$ cat config.mk
export PLATFORM = sky130hd
export DESIGN_NAME = dat_top
export DESIGN_NICKNAME = d
export VERILOG_FILES = /design/src/logic/dat_pkg.sv /design/src/logic/dat_trig_mux.sv /design/src/logic/dat_addr_gen.sv /design/src/logic/dat_top.sv
export VERILOG_INCLUDE_DIRS = /design/src /design/src/logic
export SDC_FILE = /design/constraint.sdc
export NUM_CORES = 1
export LEC_CHECK = 0
export ABC_AREA = 1
export BUFFER_PORTS_ARGS = -buffer_cell sky130_fd_sc_hd__buf_2
export CAP_MARGIN = 20
export CORE_ASPECT_RATIO = 1.2
export CORE_UTILIZATION = 34
export CTS_CLUSTER_SIZE = 24
export DETAILED_ROUTE_END_ITERATION = 6
export PLACE_DENSITY_LB_ADDON = 0.08
export SYNTH_ARGS = -nofsm -noshare
export SYNTH_HDL_FRONTEND = slang
export SYNTH_SLANG_ARGS = --single-unit
$ cat constraint.sdc
create_clock -name CLK_SYS_I -period 4.6 [get_ports CLK_SYS_I]
set_input_delay 0.46 -clock CLK_SYS_I [delete_from_list [all_inputs] [get_ports CLK_SYS_I]]
set_output_delay 0.46 -clock CLK_SYS_I [all_outputs]
set_load 0.1 [all_outputs]
$ cat src/logic/dat_cfg.svh
`ifndef DAT_CFG_SVH
`define DAT_CFG_SVH
// ------------------------------------------------
// register offsets
// ------------------------------------------------
`define DAT_OFS_CTRL 8'h00
`define DAT_OFS_STAT 8'h01
`define DAT_OFS_ADDRCTL 8'h02
`define DAT_OFS_TRIG 8'h03
`define DAT_OFS_CNT_LO 8'h04
`define DAT_OFS_CNT_HI 8'h05
`define DAT_OFS_SRC0 8'h08
`define DAT_OFS_DST0 8'h0C
// ------------------------------------------------
// field positions, encodings, reset values
// ------------------------------------------------
`define DAT_CTRL_EN_BIT 7
`define DAT_CTRL_SWREQ_BIT 4
`define DAT_STAT_BUSY_BIT 7
`define DAT_STAT_PEND_BIT 6
`define DAT_SRC_RLD_LSB 6
`define DAT_SRC_STEP_LSB 4
`define DAT_DST_RLD_LSB 2
`define DAT_DST_STEP_LSB 0
`define DAT_STEP_INC 2'h1
`define DAT_STEP_DEC 2'h2
`define DAT_RLD_BLOCK 2'h1
`define DAT_RLD_BURST 2'h2
`define DAT_RLD_TRANS 2'h3
`define DAT_RST_ADDRCTL 8'h00
`define DAT_RST_TRIG 8'h00
`define DAT_RST_CNT 16'h0000
// ------------------------------------------------
// trigger base values and offsets
// ------------------------------------------------
`define DAT_TRIG_OFF 8'h00
`define DAT_TB_EVT 8'h01
`define DAT_TB_AES 8'h04
`define DAT_TB_ADC_A 8'h10
`define DAT_TB_DAC_A 8'h15
`define DAT_TB_GRP_STRIDE 8'h10
`define DAT_TB_PORT_C 8'h40
`define DAT_TB_PORT_STRIDE 8'h20
`define DAT_TO_TC1 8'h06
`define DAT_TO_SPI 8'h0A
`define DAT_TO_USART0 8'h0B
`define DAT_TO_USART1 8'h0E
`define DAT_TO_ADC_ANY 8'h04
`endif

$ cat src/logic/dat_pkg.sv
package dat_pkg;
    // request lines, grouped per unit
    typedef struct packed {
        logic [2:0] evt;
        logic aes;
        logic [1:0][3:0] adc;
        logic [1:0][1:0] dac;
        logic [3:0][5:0] tc0;
        logic [3:0][3:0] tc1;
        logic [3:0] spi;
        logic [3:0][1:0][1:0] usart;
    } dat_req_t;

    typedef struct packed {
        logic [7:0] addr;
        logic [7:0] wdata;
        logic wr;
        logic rd;
    } dat_bus_req_t;

    typedef enum logic [1:0] {
        ST_IDLE,
        ST_ARMED,
        ST_BURST
    } dat_state_t;
endpackage : dat_pkg

$ cat src/logic/dat_trig_mux.sv
`timescale 1ns/1ns
`include "dat_cfg.svh"
module dat_trig_mux #(
    parameter int NUM_PORTS = 4,
    parameter bit HAS_GRP_B = 1'b1
) (
    input wire logic [7:0] sel_i,
    input wire dat_pkg::dat_req_t req_i,
    output logic hit_o
);
    logic [255:0] map;

    if (NUM_PORTS < 1 || NUM_PORTS > 4) begin : g_chk
        $error("NUM_PORTS must be 1 to 4");
    end

    // ------------------------------------------------
    // trigger map: unmapped selects stay zero
    // ------------------------------------------------
    always_comb begin
        map = '0;
        for (int i = 0; i < 3; i++) begin
            map[8'(`DAT_TB_EVT + i)] = req_i.evt[i]; // [RULE_16]
        end
        map[`DAT_TB_AES] = req_i.aes; // [RULE_13]
        for (int g = 0; g < 2; g++) begin
            if (g == 0 || HAS_GRP_B) begin
                for (int c = 0; c < 4; c++) begin
                    map[8'(`DAT_TB_ADC_A + g * `DAT_TB_GRP_STRIDE + c)] = req_i.adc[g][c]; // [RULE_17]
                end
                map[8'(`DAT_TB_ADC_A + g * `DAT_TB_GRP_STRIDE + `DAT_TO_ADC_ANY)] = |req_i.adc[g]; // [RULE_17]
                for (int c = 0; c < 2; c++) begin
                    map[8'(`DAT_TB_DAC_A + g * `DAT_TB_GRP_STRIDE + c)] = req_i.dac[g][c]; // [RULE_18]
                end
            end
        end
        for (int p = 0; p < NUM_PORTS; p++) begin
            for (int t = 0; t < 6; t++) begin
                map[8'(`DAT_TB_PORT_C + p * `DAT_TB_PORT_STRIDE + t)] = req_i.tc0[p][t]; // [RULE_14] [RULE_19]
            end
            // timer one has no channel c or d
            for (int t = 0; t < 4; t++) begin
                map[8'(`DAT_TB_PORT_C + p * `DAT_TB_PORT_STRIDE + `DAT_TO_TC1 + t)] = req_i.tc1[p][t]; // [RULE_20]
            end
            map[8'(`DAT_TB_PORT_C + p * `DAT_TB_PORT_STRIDE + `DAT_TO_SPI)] = req_i.spi[p]; // [RULE_15]
            for (int k = 0; k < 2; k++) begin
                map[8'(`DAT_TB_PORT_C + p * `DAT_TB_PORT_STRIDE + `DAT_TO_USART0 + k)] = req_i.usart[p][0][k]; // [RULE_21]
                map[8'(`DAT_TB_PORT_C + p * `DAT_TB_PORT_STRIDE + `DAT_TO_USART1 + k)] = req_i.usart[p][1][k]; // [RULE_21]
            end
        end
        map[`DAT_TRIG_OFF] = 1'b0;
    end

    assign hit_o = map[sel_i]; // [RULE_09]
endmodule : dat_trig_mux

$ cat src/logic/dat_addr_gen.sv
`timescale 1ns/1ns
`include "dat_cfg.svh"
module dat_addr_gen (
    input wire logic clk_i,
    input wire logic nrst_i,
    input wire logic [2:0] wr_i,
    input wire logic [7:0] wdata_i,
    input wire logic [1:0] step_i,
    input wire logic [1:0] reload_i,
    input wire logic beat_i,
    input wire logic burst_end_i,
    input wire logic block_end_i,
    input wire logic trans_end_i,
    output logic [23:0] addr_o
);
    logic [23:0] init_q;
    logic [23:0] addr_q;
    logic do_reload;

    assign do_reload = (reload_i == `DAT_RLD_BLOCK && block_end_i) ||
                       (reload_i == `DAT_RLD_BURST && burst_end_i) ||
                       (reload_i == `DAT_RLD_TRANS && trans_end_i);

    always_ff @(posedge clk_i) begin
        if (!nrst_i) begin
            init_q <= 24'h000000;
            addr_q <= 24'h000000;
        end else if (|wr_i) begin
            for (int b = 0; b < 3; b++) begin
                if (wr_i[b]) begin
                    init_q[b*8 +: 8] <= wdata_i;
                    addr_q[b*8 +: 8] <= wdata_i;
                end
            end
        end else if (beat_i && do_reload) begin
            addr_q <= init_q; // [RULE_01] [RULE_05]
        end else if (beat_i && step_i == `DAT_STEP_INC) begin
            addr_q <= addr_q + 24'h000001; // [RULE_24]
        end else if (beat_i && step_i == `DAT_STEP_DEC) begin
            addr_q <= addr_q - 24'h000001; // [RULE_24]
        end
    end

    assign addr_o = addr_q;
endmodule : dat_addr_gen

$ cat src/logic/dat_top.sv
`timescale 1ns/1ns
`include "dat_cfg.svh"
// What this block does
// [RULE_01] source reload field 7:6 picks none, block, burst or transaction reload
// [RULE_02] source reload writes are ignored while the channel is busy
// [RULE_03] source step field 5:4: fixed, increment, decrement; 11 reserved
// [RULE_04] source step and destination fields are frozen while busy
// [RULE_05] destination reload field 3:2 works like the source reload
// [RULE_06] destination step field 1:0: fixed, increment, decrement; 11 reserved
// [RULE_07] trigger select picks the request line; zero means software only
// [RULE_08] software forms the select as unit base plus request offset
// [RULE_09] selects of absent units match no request
// [RULE_10] a request that falls before service is dropped
// [RULE_11] serving a request may clear the peripheral flag
// [RULE_12] the request is cleared by the access that serves it
// [RULE_13] bases: events 01, crypto 04, converters 10, 15, 20, 25
// [RULE_14] timer bases 40/46, 60/66, 80/86, A0/A6
// [RULE_15] serial bases: port base plus 0A, 0B and 0E
// [RULE_16] event offsets 0 to 2 pick event channels 0 to 2
// [RULE_17] converter offsets 0 to 3 per channel, 4 any channel
// [RULE_18] the analog output unit has offsets 0 and 1 only
// [RULE_19] timer offsets: 0 wrap, 1 error, 2 to 5 compare channels
// [RULE_20] compare channels c and d exist on timer zero only
// [RULE_21] serial offsets: 0 receive complete, 1 transmit empty
// [RULE_22] busy reads one from transaction start and gates field protection
// [RULE_23] 16-bit byte count steps down per byte and reloads on the byte where it reads one
// [RULE_24] addresses step by one per byte over the full 24 bits
module dat_top #(
    parameter int NUM_PORTS = 4,
    parameter bit HAS_GRP_B = 1'b1
) (
    input wire logic CLK_SYS_I,
    input wire logic NRST_I,
    input wire dat_pkg::dat_bus_req_t REG_REQ_I,
    output logic [7:0] REG_RDATA_O,
    input wire dat_pkg::dat_req_t REQ_I,
    output logic TRIG_ACK_O,
    output logic [7:0] TRIG_ID_O,
    output logic XFER_O,
    output logic [23:0] SRC_ADDR_O,
    output logic [23:0] DST_ADDR_O,
    output logic BUSY_O,
    output logic DONE_O
);
    dat_pkg::dat_state_t state_q;
    logic en_q;
    logic sw_pend_q;
    logic busy_q;
    logic done_q;
    logic [1:0] blen_q;
    logic [7:0] addrctl_q;
    logic [7:0] trig_q;
    logic [15:0] cnt_q;
    logic [15:0] cnt_init_q;
    logic [3:0] bcnt_q;
    logic [7:0] rdata_q;
    logic hw_hit;
    logic start;
    logic beat;
    logic block_last;
    logic burst_last;
    logic trans_end;
    logic [3:0] burst_max;
    logic [7:0] wa;
    logic wr;

    assign wa = REG_REQ_I.addr;
    assign wr = REG_REQ_I.wr;

    // ------------------------------------------------
    // trigger selection
    // ------------------------------------------------
    dat_trig_mux #(
        .NUM_PORTS(NUM_PORTS),
        .HAS_GRP_B(HAS_GRP_B)
    ) u_mux (
        .sel_i(trig_q),
        .req_i(REQ_I),
        .hit_o(hw_hit)
    );

    // requests are sampled live, never latched, so a fallen line is lost
    // en_q gates start: a disable written while armed must not serve, nor acknowledge, a request
    assign start = state_q == dat_pkg::ST_ARMED && en_q && (hw_hit || sw_pend_q); // [RULE_07] [RULE_10]
    assign beat = state_q == dat_pkg::ST_BURST;
    assign block_last = cnt_q == 16'h0001;
    assign burst_max = 4'((5'h01 << blen_q) - 5'h01);
    assign burst_last = block_last || bcnt_q == burst_max;
    assign trans_end = beat && block_last;
    // serving access: the peripheral drops its flag on this pulse
    assign TRIG_ACK_O = start && !sw_pend_q && hw_hit; // [RULE_11] [RULE_12]

    // ------------------------------------------------
    // control register
    // ------------------------------------------------
    always_ff @(posedge CLK_SYS_I) begin
        if (!NRST_I) begin
            en_q <= 1'b0;
            blen_q <= 2'h0;
        end else if (wr && wa == `DAT_OFS_CTRL) begin
            en_q <= REG_REQ_I.wdata[`DAT_CTRL_EN_BIT];
            blen_q <= REG_REQ_I.wdata[1:0];
        end else if (trans_end) begin
            en_q <= 1'b0;
        end
    end

    // a new software request in the start cycle survives the clear
    always_ff @(posedge CLK_SYS_I) begin
        if (!NRST_I) begin
            sw_pend_q <= 1'b0;
        end else if (wr && wa == `DAT_OFS_CTRL && REG_REQ_I.wdata[`DAT_CTRL_SWREQ_BIT]) begin
            sw_pend_q <= REG_REQ_I.wdata[`DAT_CTRL_EN_BIT];
        end else if (start || !en_q) begin
            sw_pend_q <= 1'b0;
        end
    end

    // ------------------------------------------------
    // channel sequence
    // ------------------------------------------------
    always_ff @(posedge CLK_SYS_I) begin
        if (!NRST_I) begin
            state_q <= dat_pkg::ST_IDLE;
        end else begin
            case (state_q)
                dat_pkg::ST_IDLE: begin
                    if (en_q) begin
                        state_q <= dat_pkg::ST_ARMED;
                    end
                end
                dat_pkg::ST_ARMED: begin
                    if (!en_q) begin
                        state_q <= dat_pkg::ST_IDLE;
                    end else if (start) begin
                        state_q <= dat_pkg::ST_BURST;
                    end
                end
                dat_pkg::ST_BURST: begin
                    if (!en_q || trans_end) begin
                        state_q <= dat_pkg::ST_IDLE;
                    end else if (burst_last) begin
                        state_q <= dat_pkg::ST_ARMED;
                    end
                end
                default: begin
                    state_q <= dat_pkg::ST_IDLE;
                end
            endcase
        end
    end

    always_ff @(posedge CLK_SYS_I) begin
        if (!NRST_I) begin
            bcnt_q <= 4'h0;
        end else if (beat && !burst_last) begin
            bcnt_q <= bcnt_q + 4'h1;
        end else begin
            bcnt_q <= 4'h0;
        end
    end

    always_ff @(posedge CLK_SYS_I) begin
        if (!NRST_I) begin
            busy_q <= 1'b0;
        end else if (trans_end || !en_q) begin
            busy_q <= 1'b0;
        end else if (start) begin
            busy_q <= 1'b1; // [RULE_22]
        end
    end

    always_ff @(posedge CLK_SYS_I) begin
        if (!NRST_I) begin
            done_q <= 1'b0;
        end else begin
            done_q <= trans_end;
        end
    end

    // ------------------------------------------------
    // addressing and trigger registers
    // ------------------------------------------------
    always_ff @(posedge CLK_SYS_I) begin
        if (!NRST_I) begin
            addrctl_q <= `DAT_RST_ADDRCTL;
        end else if (wr && wa == `DAT_OFS_ADDRCTL && !busy_q) begin
            addrctl_q <= REG_REQ_I.wdata; // [RULE_02] [RULE_04]
        end
    end

    always_ff @(posedge CLK_SYS_I) begin
        if (!NRST_I) begin
            trig_q <= `DAT_RST_TRIG;
        end else if (wr && wa == `DAT_OFS_TRIG) begin
            trig_q <= REG_REQ_I.wdata;
        end
    end

    // ------------------------------------------------
    // block byte count
    // ------------------------------------------------
    always_ff @(posedge CLK_SYS_I) begin
        if (!NRST_I) begin
            cnt_q <= `DAT_RST_CNT;
            cnt_init_q <= `DAT_RST_CNT;
        end else if (wr && wa == `DAT_OFS_CNT_LO) begin
            cnt_q[7:0] <= REG_REQ_I.wdata;
            cnt_init_q[7:0] <= REG_REQ_I.wdata;
        end else if (wr && wa == `DAT_OFS_CNT_HI) begin
            cnt_q[15:8] <= REG_REQ_I.wdata;
            cnt_init_q[15:8] <= REG_REQ_I.wdata;
        end else if (beat && block_last) begin
            cnt_q <= cnt_init_q; // [RULE_23]
        end else if (beat) begin
            cnt_q <= cnt_q - 16'h0001; // [RULE_23]
        end
    end

    // ------------------------------------------------
    // address generators
    // ------------------------------------------------
    logic [2:0] src_wr;
    logic [2:0] dst_wr;

    for (genvar b = 0; b < 3; b++) begin : g_wr
        assign src_wr[b] = wr && wa == 8'(`DAT_OFS_SRC0 + b);
        assign dst_wr[b] = wr && wa == 8'(`DAT_OFS_DST0 + b);
    end

    dat_addr_gen u_src (
        .clk_i(CLK_SYS_I),
        .nrst_i(NRST_I),
        .wr_i(src_wr),
        .wdata_i(REG_REQ_I.wdata),
        .step_i(addrctl_q[`DAT_SRC_STEP_LSB +: 2]), // [RULE_03]
        .reload_i(addrctl_q[`DAT_SRC_RLD_LSB +: 2]), // [RULE_01]
        .beat_i(beat),
        .burst_end_i(beat && burst_last),
        .block_end_i(beat && block_last),
        .trans_end_i(trans_end),
        .addr_o(SRC_ADDR_O)
    );

    dat_addr_gen u_dst (
        .clk_i(CLK_SYS_I),
        .nrst_i(NRST_I),
        .wr_i(dst_wr),
        .wdata_i(REG_REQ_I.wdata),
        .step_i(addrctl_q[`DAT_DST_STEP_LSB +: 2]), // [RULE_06]
        .reload_i(addrctl_q[`DAT_DST_RLD_LSB +: 2]), // [RULE_05]
        .beat_i(beat),
        .burst_end_i(beat && burst_last),
        .block_end_i(beat && block_last),
        .trans_end_i(trans_end),
        .addr_o(DST_ADDR_O)
    );

    // ------------------------------------------------
    // read port: data one cycle after the strobe
    // ------------------------------------------------
    always_ff @(posedge CLK_SYS_I) begin
        if (!NRST_I) begin
            rdata_q <= 8'h00;
        end else if (REG_REQ_I.rd) begin
            case (wa)
                `DAT_OFS_CTRL: rdata_q <= {en_q, 3'h0, sw_pend_q, 1'b0, blen_q};
                `DAT_OFS_STAT: rdata_q <= {busy_q, sw_pend_q || (hw_hit && en_q), 6'h00};
                `DAT_OFS_ADDRCTL: rdata_q <= addrctl_q;
                `DAT_OFS_TRIG: rdata_q <= trig_q;
                `DAT_OFS_CNT_LO: rdata_q <= cnt_q[7:0];
                `DAT_OFS_CNT_HI: rdata_q <= cnt_q[15:8];
                8'h08: rdata_q <= SRC_ADDR_O[7:0];
                8'h09: rdata_q <= SRC_ADDR_O[15:8];
                8'h0A: rdata_q <= SRC_ADDR_O[23:16];
                8'h0C: rdata_q <= DST_ADDR_O[7:0];
                8'h0D: rdata_q <= DST_ADDR_O[15:8];
                8'h0E: rdata_q <= DST_ADDR_O[23:16];
                default: rdata_q <= 8'h00;
            endcase
        end else begin
            rdata_q <= 8'h00;
        end
    end

    assign REG_RDATA_O = rdata_q;
    assign TRIG_ID_O = trig_q;
    assign XFER_O = beat;
    assign BUSY_O = busy_q;
    assign DONE_O = done_q;
endmodule : dat_top

==> results.json, run 1 <==
{
  "antenna_cells": 0,
  "die_h_um": 205,
  "p_per_area_nw_per_um2": 240,
  "worst_pin_slew_ns": 0.957,
  "post-synth-top-count-cell": "nand2_1",
  "grt_pass1_wl_um": 69600,
  "dpl.hpwl_um": 35500,
  "num_rows": 74,
  "io_buffer_count": 163,
  "synth_warnings": 0,
  "slew_headroom": 0.359,
  "root_buffer": "clkbuf_16",
  "syn_area_um2": 11700,
  "hold_viol_final": 0,
  "ys_ff_latch": 164,
  "fin_skew_ns": 0.0140,
  "synth_nets": 1980,
  "yosys_most_used_dff": "dfxtp_1",
  "area_growth_pct": 14.8,
  "gr-usage-all-layers": 0.263,
  "viasPerCell": 5.24,
  "crit_path_max_fanout": 18,
  "grt_remaining_overflow": 0,
  "hp-class": "input pin to flop",
  "h-tree-depth": 4,
  "nNetsFinal": 2108,
  "synthArstFlopShare": 0,
  "arrival_ns": 3.53,
  "drive_above_1_share": 0.146,
  "postCtsHoldBufs": 0,
  "synthTopCellsByCount": "385 x nand2_1, 252 x a21oi_1, 193 x inv_1",
  "worst-setup-path-type": "flop to primary output",
  "status": "finished, final reports clean",
  "clk_pin_slew_ns": 0.07,
  "die_x_um": 172,
  "period_share": 0.867,
  "wire_per_inst_um": 19.0,
  "finalMaxSlewViolations": 0,
  "cap_violations": 0,
  "p_total_mw": 3.23,
  "synth-edff-count": 0,
  "cts.sinks": 164,
  "tns_ns": 0,
  "core_um2": 34000,
  "ir_worst_vdd_uv": 155,
  "yosysTopAreaCellShare": 0.280,
  "finalSetupViolations": 0,
  "synth.distinct_cells": 52,
  "cp-start-kind": "flop",
  "p_leak_nw": 6.73,
  "cts_made_buffers": 17,
  "ant_nets": 0,
  "antenna_found_initial": 0,
  "syn_area_per_cell_um2": 6.39,
  "drt_wl_total_um": 46300,
  "cts_tree": "built",
  "grt_max_degree": 90,
  "drt_iter0_markers": 909,
  "post_cts_buffers": 0,
  "start_util": 0.345,
  "max_freq_ghz": 0.251,
  "synthTopCellsByArea": "dfxtp_1 28%, nand2_1 12%, a21oi_1 11%",
  "ctsResizeCount": 0,
  "io_pins": 164,
  "fp.dieArea_um2": 35200,
  "yosysSeqAreaShare": 0.280,
  "crit_required_ns": 4.14,
  "dr.pass1.iters": 7,
  "remaining_drc_errors": 0,
  "gp_congestion": 0.920,
  "vias": 12700,
  "period_minus_slack_ns": 3.99,
  "max-clock-path-buffers": 2,
  "clkLatencyLatePin_ns": 0.44,
  "synth_top_cell_by_area": "dfxtp_1",
  "grt_pass1_vias": 12200,
  "synthCells": 1835,
  "end_kind": "primary output",
  "grt_setup_unrepaired": "no"
}
==> cell usage in the layout (no fill, tap or decap), types with 6 or more instances in the layout <==
cell | netlist | routed
a211oi_1 | 7 | 7
nor2_2 | 10 | 10
buf_4 | 4 | 15
nand2_1 | 385 | 385
xor2_1 | 19 | 19
o2111ai_1 | 6 | 6
nand3b_1 | 8 | 8
or2_2 | 14 | 14
inv_2 | 14 | 14
nor4_1 | 6 | 6
nand4_1 | 21 | 21
nand3_1 | 103 | 103
a21oi_1 | 252 | 252
buf_2 | 9 | 161
ha_1 | 47 | 47
o211ai_1 | 10 | 10
nor2_4 | 7 | 7
clkinv_1 | 7 | 7
clkbuf_16 | 0 | 17
nor3_1 | 9 | 9
nand2_4 | 7 | 7
o21ai_1 | 15 | 15
dfxtp_1 | 164 | 164
inv_1 | 193 | 193
a31oi_1 | 8 | 8
nor2_1 | 188 | 188
nand2_2 | 11 | 11
o21ai_0 | 165 | 165
o22ai_1 | 28 | 28
xnor2_1 | 18 | 18
a21o_1 | 7 | 7
==> metrics by stage <==
stage | hold slack (ns) | utilization | cells | instance area (um2) | worst slack, ns
3_5_place_dp | 0.454 | 0.379 | 2400 | 12900 | 1.08
3_3_place_gp | 0.447 | 0.379 | 2400 | 12900 | 1.08
5_1_grt | 0.335 | 0.396 | 2430 | 13500 | 0.351
6_report | 0.331 | 0.396 | 2430 | 13500 | 0.610
4_1_cts | 0.323 | 0.396 | 2430 | 13500 | 0.610
2_1_floorplan | 0.430 | - | 1835 | 11700 | 0.328
==> cell type report <==
| cell class | count | area, um2 |
|---|---|---|
| timing repair buffer | 177 | 938 |
| fill | 3817 | 20500 |
| multi-input combinational | 1387 | 7270 |
| tap | 456 | 571 |
| inverter | 216 | 815 |
| clock inverter | 7 | 98.8 |
| sequential | 164 | 3280 |
| clock buffer | 23 | 488 |
==> final timing paths <==
kind | from | end | slack (ns) | depth (start not counted)
worst max-delay path | TRIG_ID_O[2]$_SDFFE_PN0P_ | TRIG_ACK_O | 0.61 | 15
worst min-delay path | REG_REQ_I[5] | cnt_init_q[3]$_SDFFE_PN0P_ | 0.33 | 3
worst max register to register | state_q[1]$_SDFFE_PN0P_ | u_dst.addr_o[18]$_SDFFE_PN0P_ | 1.18 | 15
worst min register to register | cnt_init_q[14]$_SDFFE_PN0P_ | cnt_init_q[14]$_SDFFE_PN0P_ | 0.46 | 2
==> state kept, by name, summed over array words and instances (netlist names), 2 cells and up <==
name / cells
state_q: 2
cnt_init_q: 16
TRIG_ID_O: 8
REG_RDATA_O: 8
u_dst.addr_o: 24
u_dst.init_q: 24
addrctl_q: 8
u_src.addr_o: 24
bcnt_q: 4
u_src.init_q: 24
cnt_q: 16
blen_q: 2
==> kinds of logic (layout without fill, tap and decap cells) <==
group	after synthesis	count (layout)	synth area share
AOI/OAI and AO/OA	518	518	0.238
adders and majority gates	49	49	0.0536
buffers and inverters	284	423	0.0999
xor gates and xnor gates	37	37	0.0276
and+or+nand+nor	783	783	0.301
DFF	164	164	0.280
==> critical path, cell delays in order, from the launching register on <==
cell and delay [ns]:
dfxtp_1 0.66, clkinv_1 0.61, nor2_1 0.33, o21ai_0 0.13, nand3_1 0.08, nand2_1 0.05
nand2_1 0.08, nand2_1 0.06, nand2_1 0.06, nand2_1 0.04, nand2_1 0.07, nand2_1 0.07
nand3_1 0.20, nand2_1 0.15, nor2_1 0.27, buf_12 0.22
==> metal layers <==
metal,track usage,vias up,part of all wire
met1,0.324,5934,0.44
li1,-,6398,-
met4,0.100,0,0.035
met5,0,-,0
met2,0.466,335,0.49
met3,0.0289,73,0.039
==> report_power, final <==
part | switching [mW] | internal (mW)
Clock | 0.618 | 0.853
Combinational | 0.224 | 0.107
Sequential | 0.00563 | 1.42
Total | 0.847 | 2.38
No activity file was read; power rests on OpenSTA's default activity.
==> run 2, diff against run 1 <==
- BUFFER_PORTS_ARGS: -buffer_cell sky130_fd_sc_hd__buf_2 -> -buffer_cell sky130_fd_sc_hd__buf_4
- CORE_UTILIZATION: 34 -> 59
- PLACE_DENSITY: default -> 0.91
- PLACE_DENSITY_LB_ADDON: 0.08 -> default
==> run 2 against run 1 <==
Maximum frequency shrank 2.6%. Flip-flop and latch count stayed put. Via count is 5.1% higher. Utilization grew 30 points. Critical path depth rose by 1. Critical path type unchanged. Critical endpoint unchanged. Largest cell class unchanged. Largest power group unchanged.
==> results.json, run 2 (same netlist as run 1, synthesis figures left out) <==
{
  "status": "finished, final reports clean",
  "setup_ws_ns": 0.506,
  "h-tree-depth": 4,
  "clk_pin_slew_ns": 0.07,
  "ir_worst_vdd_uv": 195,
  "ctsResizeCount": 0,
  "io_pins": 164,
  "finalSetupViolations": 0,
  "core_um2": 19500,
  "startpoint": "TRIG_ID_O[0]$_SDFFE_PN0P_",
  "fin_cells": 2227,
  "arrival_ns": 3.63,
  "p_total_mw": 3.26,
  "antenna_found_initial": 0,
  "area_growth_pct": 15.6,
  "worst_pin_slew_ns": 1.10,
  "viasPerCell": 6.01,
  "antenna_cells": 0,
  "r2r_setup_slack_ns": 1.16,
  "io_buffer_count": 163,
  "cts_made_buffers": 17,
  "grt_setup_unrepaired": "no",
  "finalMaxSlewViolations": 0,
  "die_h_um": 156,
  "root_buffer": "clkbuf_16",
  "path_cells": "buf_4 -> clkinv_1 -> nor2_2 -> a21oi_1 -> o21ai_0 -> nand2_1 -> nand2_1 -> nand2_1 -> nand2_1 -> nand2_1 -> nand2_1 -> nand2_1 -> nand3_1 -> nand2_1 -> nor2_1 -> buf_4",
  "critPathMaxStageDelay_ns": 0.60,
  "drt_iter0_markers": 1715,
  "final_cell_mix": "384 x nand2_1, 252 x a21oi_1, 193 x inv_1, 188 x nor2_1, 167 x buf_4",
  "end_kind": "primary output",
  "max-clock-path-buffers": 2,
  "gp_congestion": 0.974,
  "wire_per_inst_um": 18.2,
  "p_per_area_nw_per_um2": 241,
  "grt_max_degree": 119,
  "fp.dieArea_um2": 20400,
  "vias": 13400,
  "r2r-start": "state_q[1]$_SDFFE_PN0P_",
  "crit_top_cell": "nand2_1",
  "worst-setup-path-type": "flop to primary output",
  "num_rows": 56,
  "drive_above_1_share": 0.144,
  "min_from": "REG_REQ_I[4]",
  "ant_nets": 0,
  "drt_wl_total_um": 40600,
  "fin_skew_ns": 0.00990,
  "dpl.hpwl_um": 30100,
  "cap_violations": 0,
  "dp_cells": 2195,
  "hold_viol_final": 0,
  "hp-class": "input pin to flop",
  "dr.pass1.iters": 7,
  "grt_pass1_wl_um": 62500,
  "max_freq_ghz": 0.244,
  "crit_slowest_cell": "clkinv_1",
  "cts.sinks": 164,
  "period_minus_slack_ns": 4.09,
  "gr-usage-all-layers": 0.398,
  "dp_worst_setup_slack_ns": 1.07,
  "postCtsHoldBufs": 0,
  "tns_ns": 0,
  "p_leak_nw": 6.78,
  "post_cts_buffers": 0,
  "clkLatencyLatePin_ns": 0.45,
  "nNetsFinal": 2098,
  "remaining_drc_errors": 0,
  "grt_pass1_vias": 12200,
  "grt_remaining_overflow": 0,
  "period_share": 0.890,
  "final_common_cell": "nand2_1",
  "slew_headroom": 0.268,
  "die_x_um": 131,
  "cp-start-kind": "flop",
  "crit_required_ns": 4.14,
  "crit_path_max_fanout": 33,
  "cts_tree": "built",
  "start_util": 0.602
}
==> run 2: changes by cell type in the layout (fill, tap and decap cells not counted) <==
cell | previous run | this run
nand2_1 | 385 | 384
bufinv_16 | 2 | 3
buf_2 | 161 | 0
clkbuf_1 | 2 | 0
clkinv_2 | 1 | 6
inv_6 | 0 | 6
buf_4 | 15 | 167
buf_12 | 1 | 0
clkbuf_8 | 4 | 0
nand2_2 | 11 | 12
clkinvlp_4 | 4 | 0
==> run 2: per-stage QoR <==
step	cell area [um2]	hold slack [ns]	util
final	13600	0.297	0.696
after CTS	13600	0.297	0.696
after floorplan	11700	0.430	-
after global placement	12900	0.449	0.665
after detailed placement	12900	0.452	0.665
after global routing	13600	0.306	0.696
==> run 2: worst max-delay path, delay by kind of cell, from the launching register on <==
kind	cells	cell delay, ns
AO/OA/AOI/OAI	2	0.20
flip-flops	1	0.31
AND/OR/NAND/NOR	11	1.43
buffers and inverters	3	1.21
==> run 2: final cells by class <==
class	instances	area [um2]
Multi-Input combinational cell	1387	7270
Fill cell	1761	5930
Sequential cell	164	3280
Clock buffer	17	425
Timing Repair Buffer	167	1250
Inverter	216	815
Tap cell	261	327
Clock inverter	15	176
==> run 2: power by group <==
part / total, mW / leakage (nW) / switching [mW] / internal [mW]
combinational: 0.347 / 5.16 / 0.219 / 0.128
clock: 1.49 / 0.303 / 0.627 / 0.859
sequential: 1.43 / 1.32 / 0.00573 / 1.42
total: 3.26 / 6.78 / 0.852 / 2.41
==> run 2: final timing paths <==
check             cells past startpoint                       endpoint
hold reg to reg                       2    cnt_init_q[15]$_SDFFE_PN0P_
hold / removal                        3    cnt_init_q[10]$_SDFFE_PN0P_
setup / recovery                     16                     TRIG_ACK_O
setup reg to reg                     16  u_dst.addr_o[16]$_SDFFE_PN0P_
==> run 2: per-layer routing <==
layer / up-vias / track usage / share of wire
li1: 6371 / - / -
met4: 0 / 0.233 / 0.063
met5: - / 0 / 0
met1: 6121 / 0.491 / 0.39
met2: 730 / 0.653 / 0.47
met3: 170 / 0.0595 / 0.084
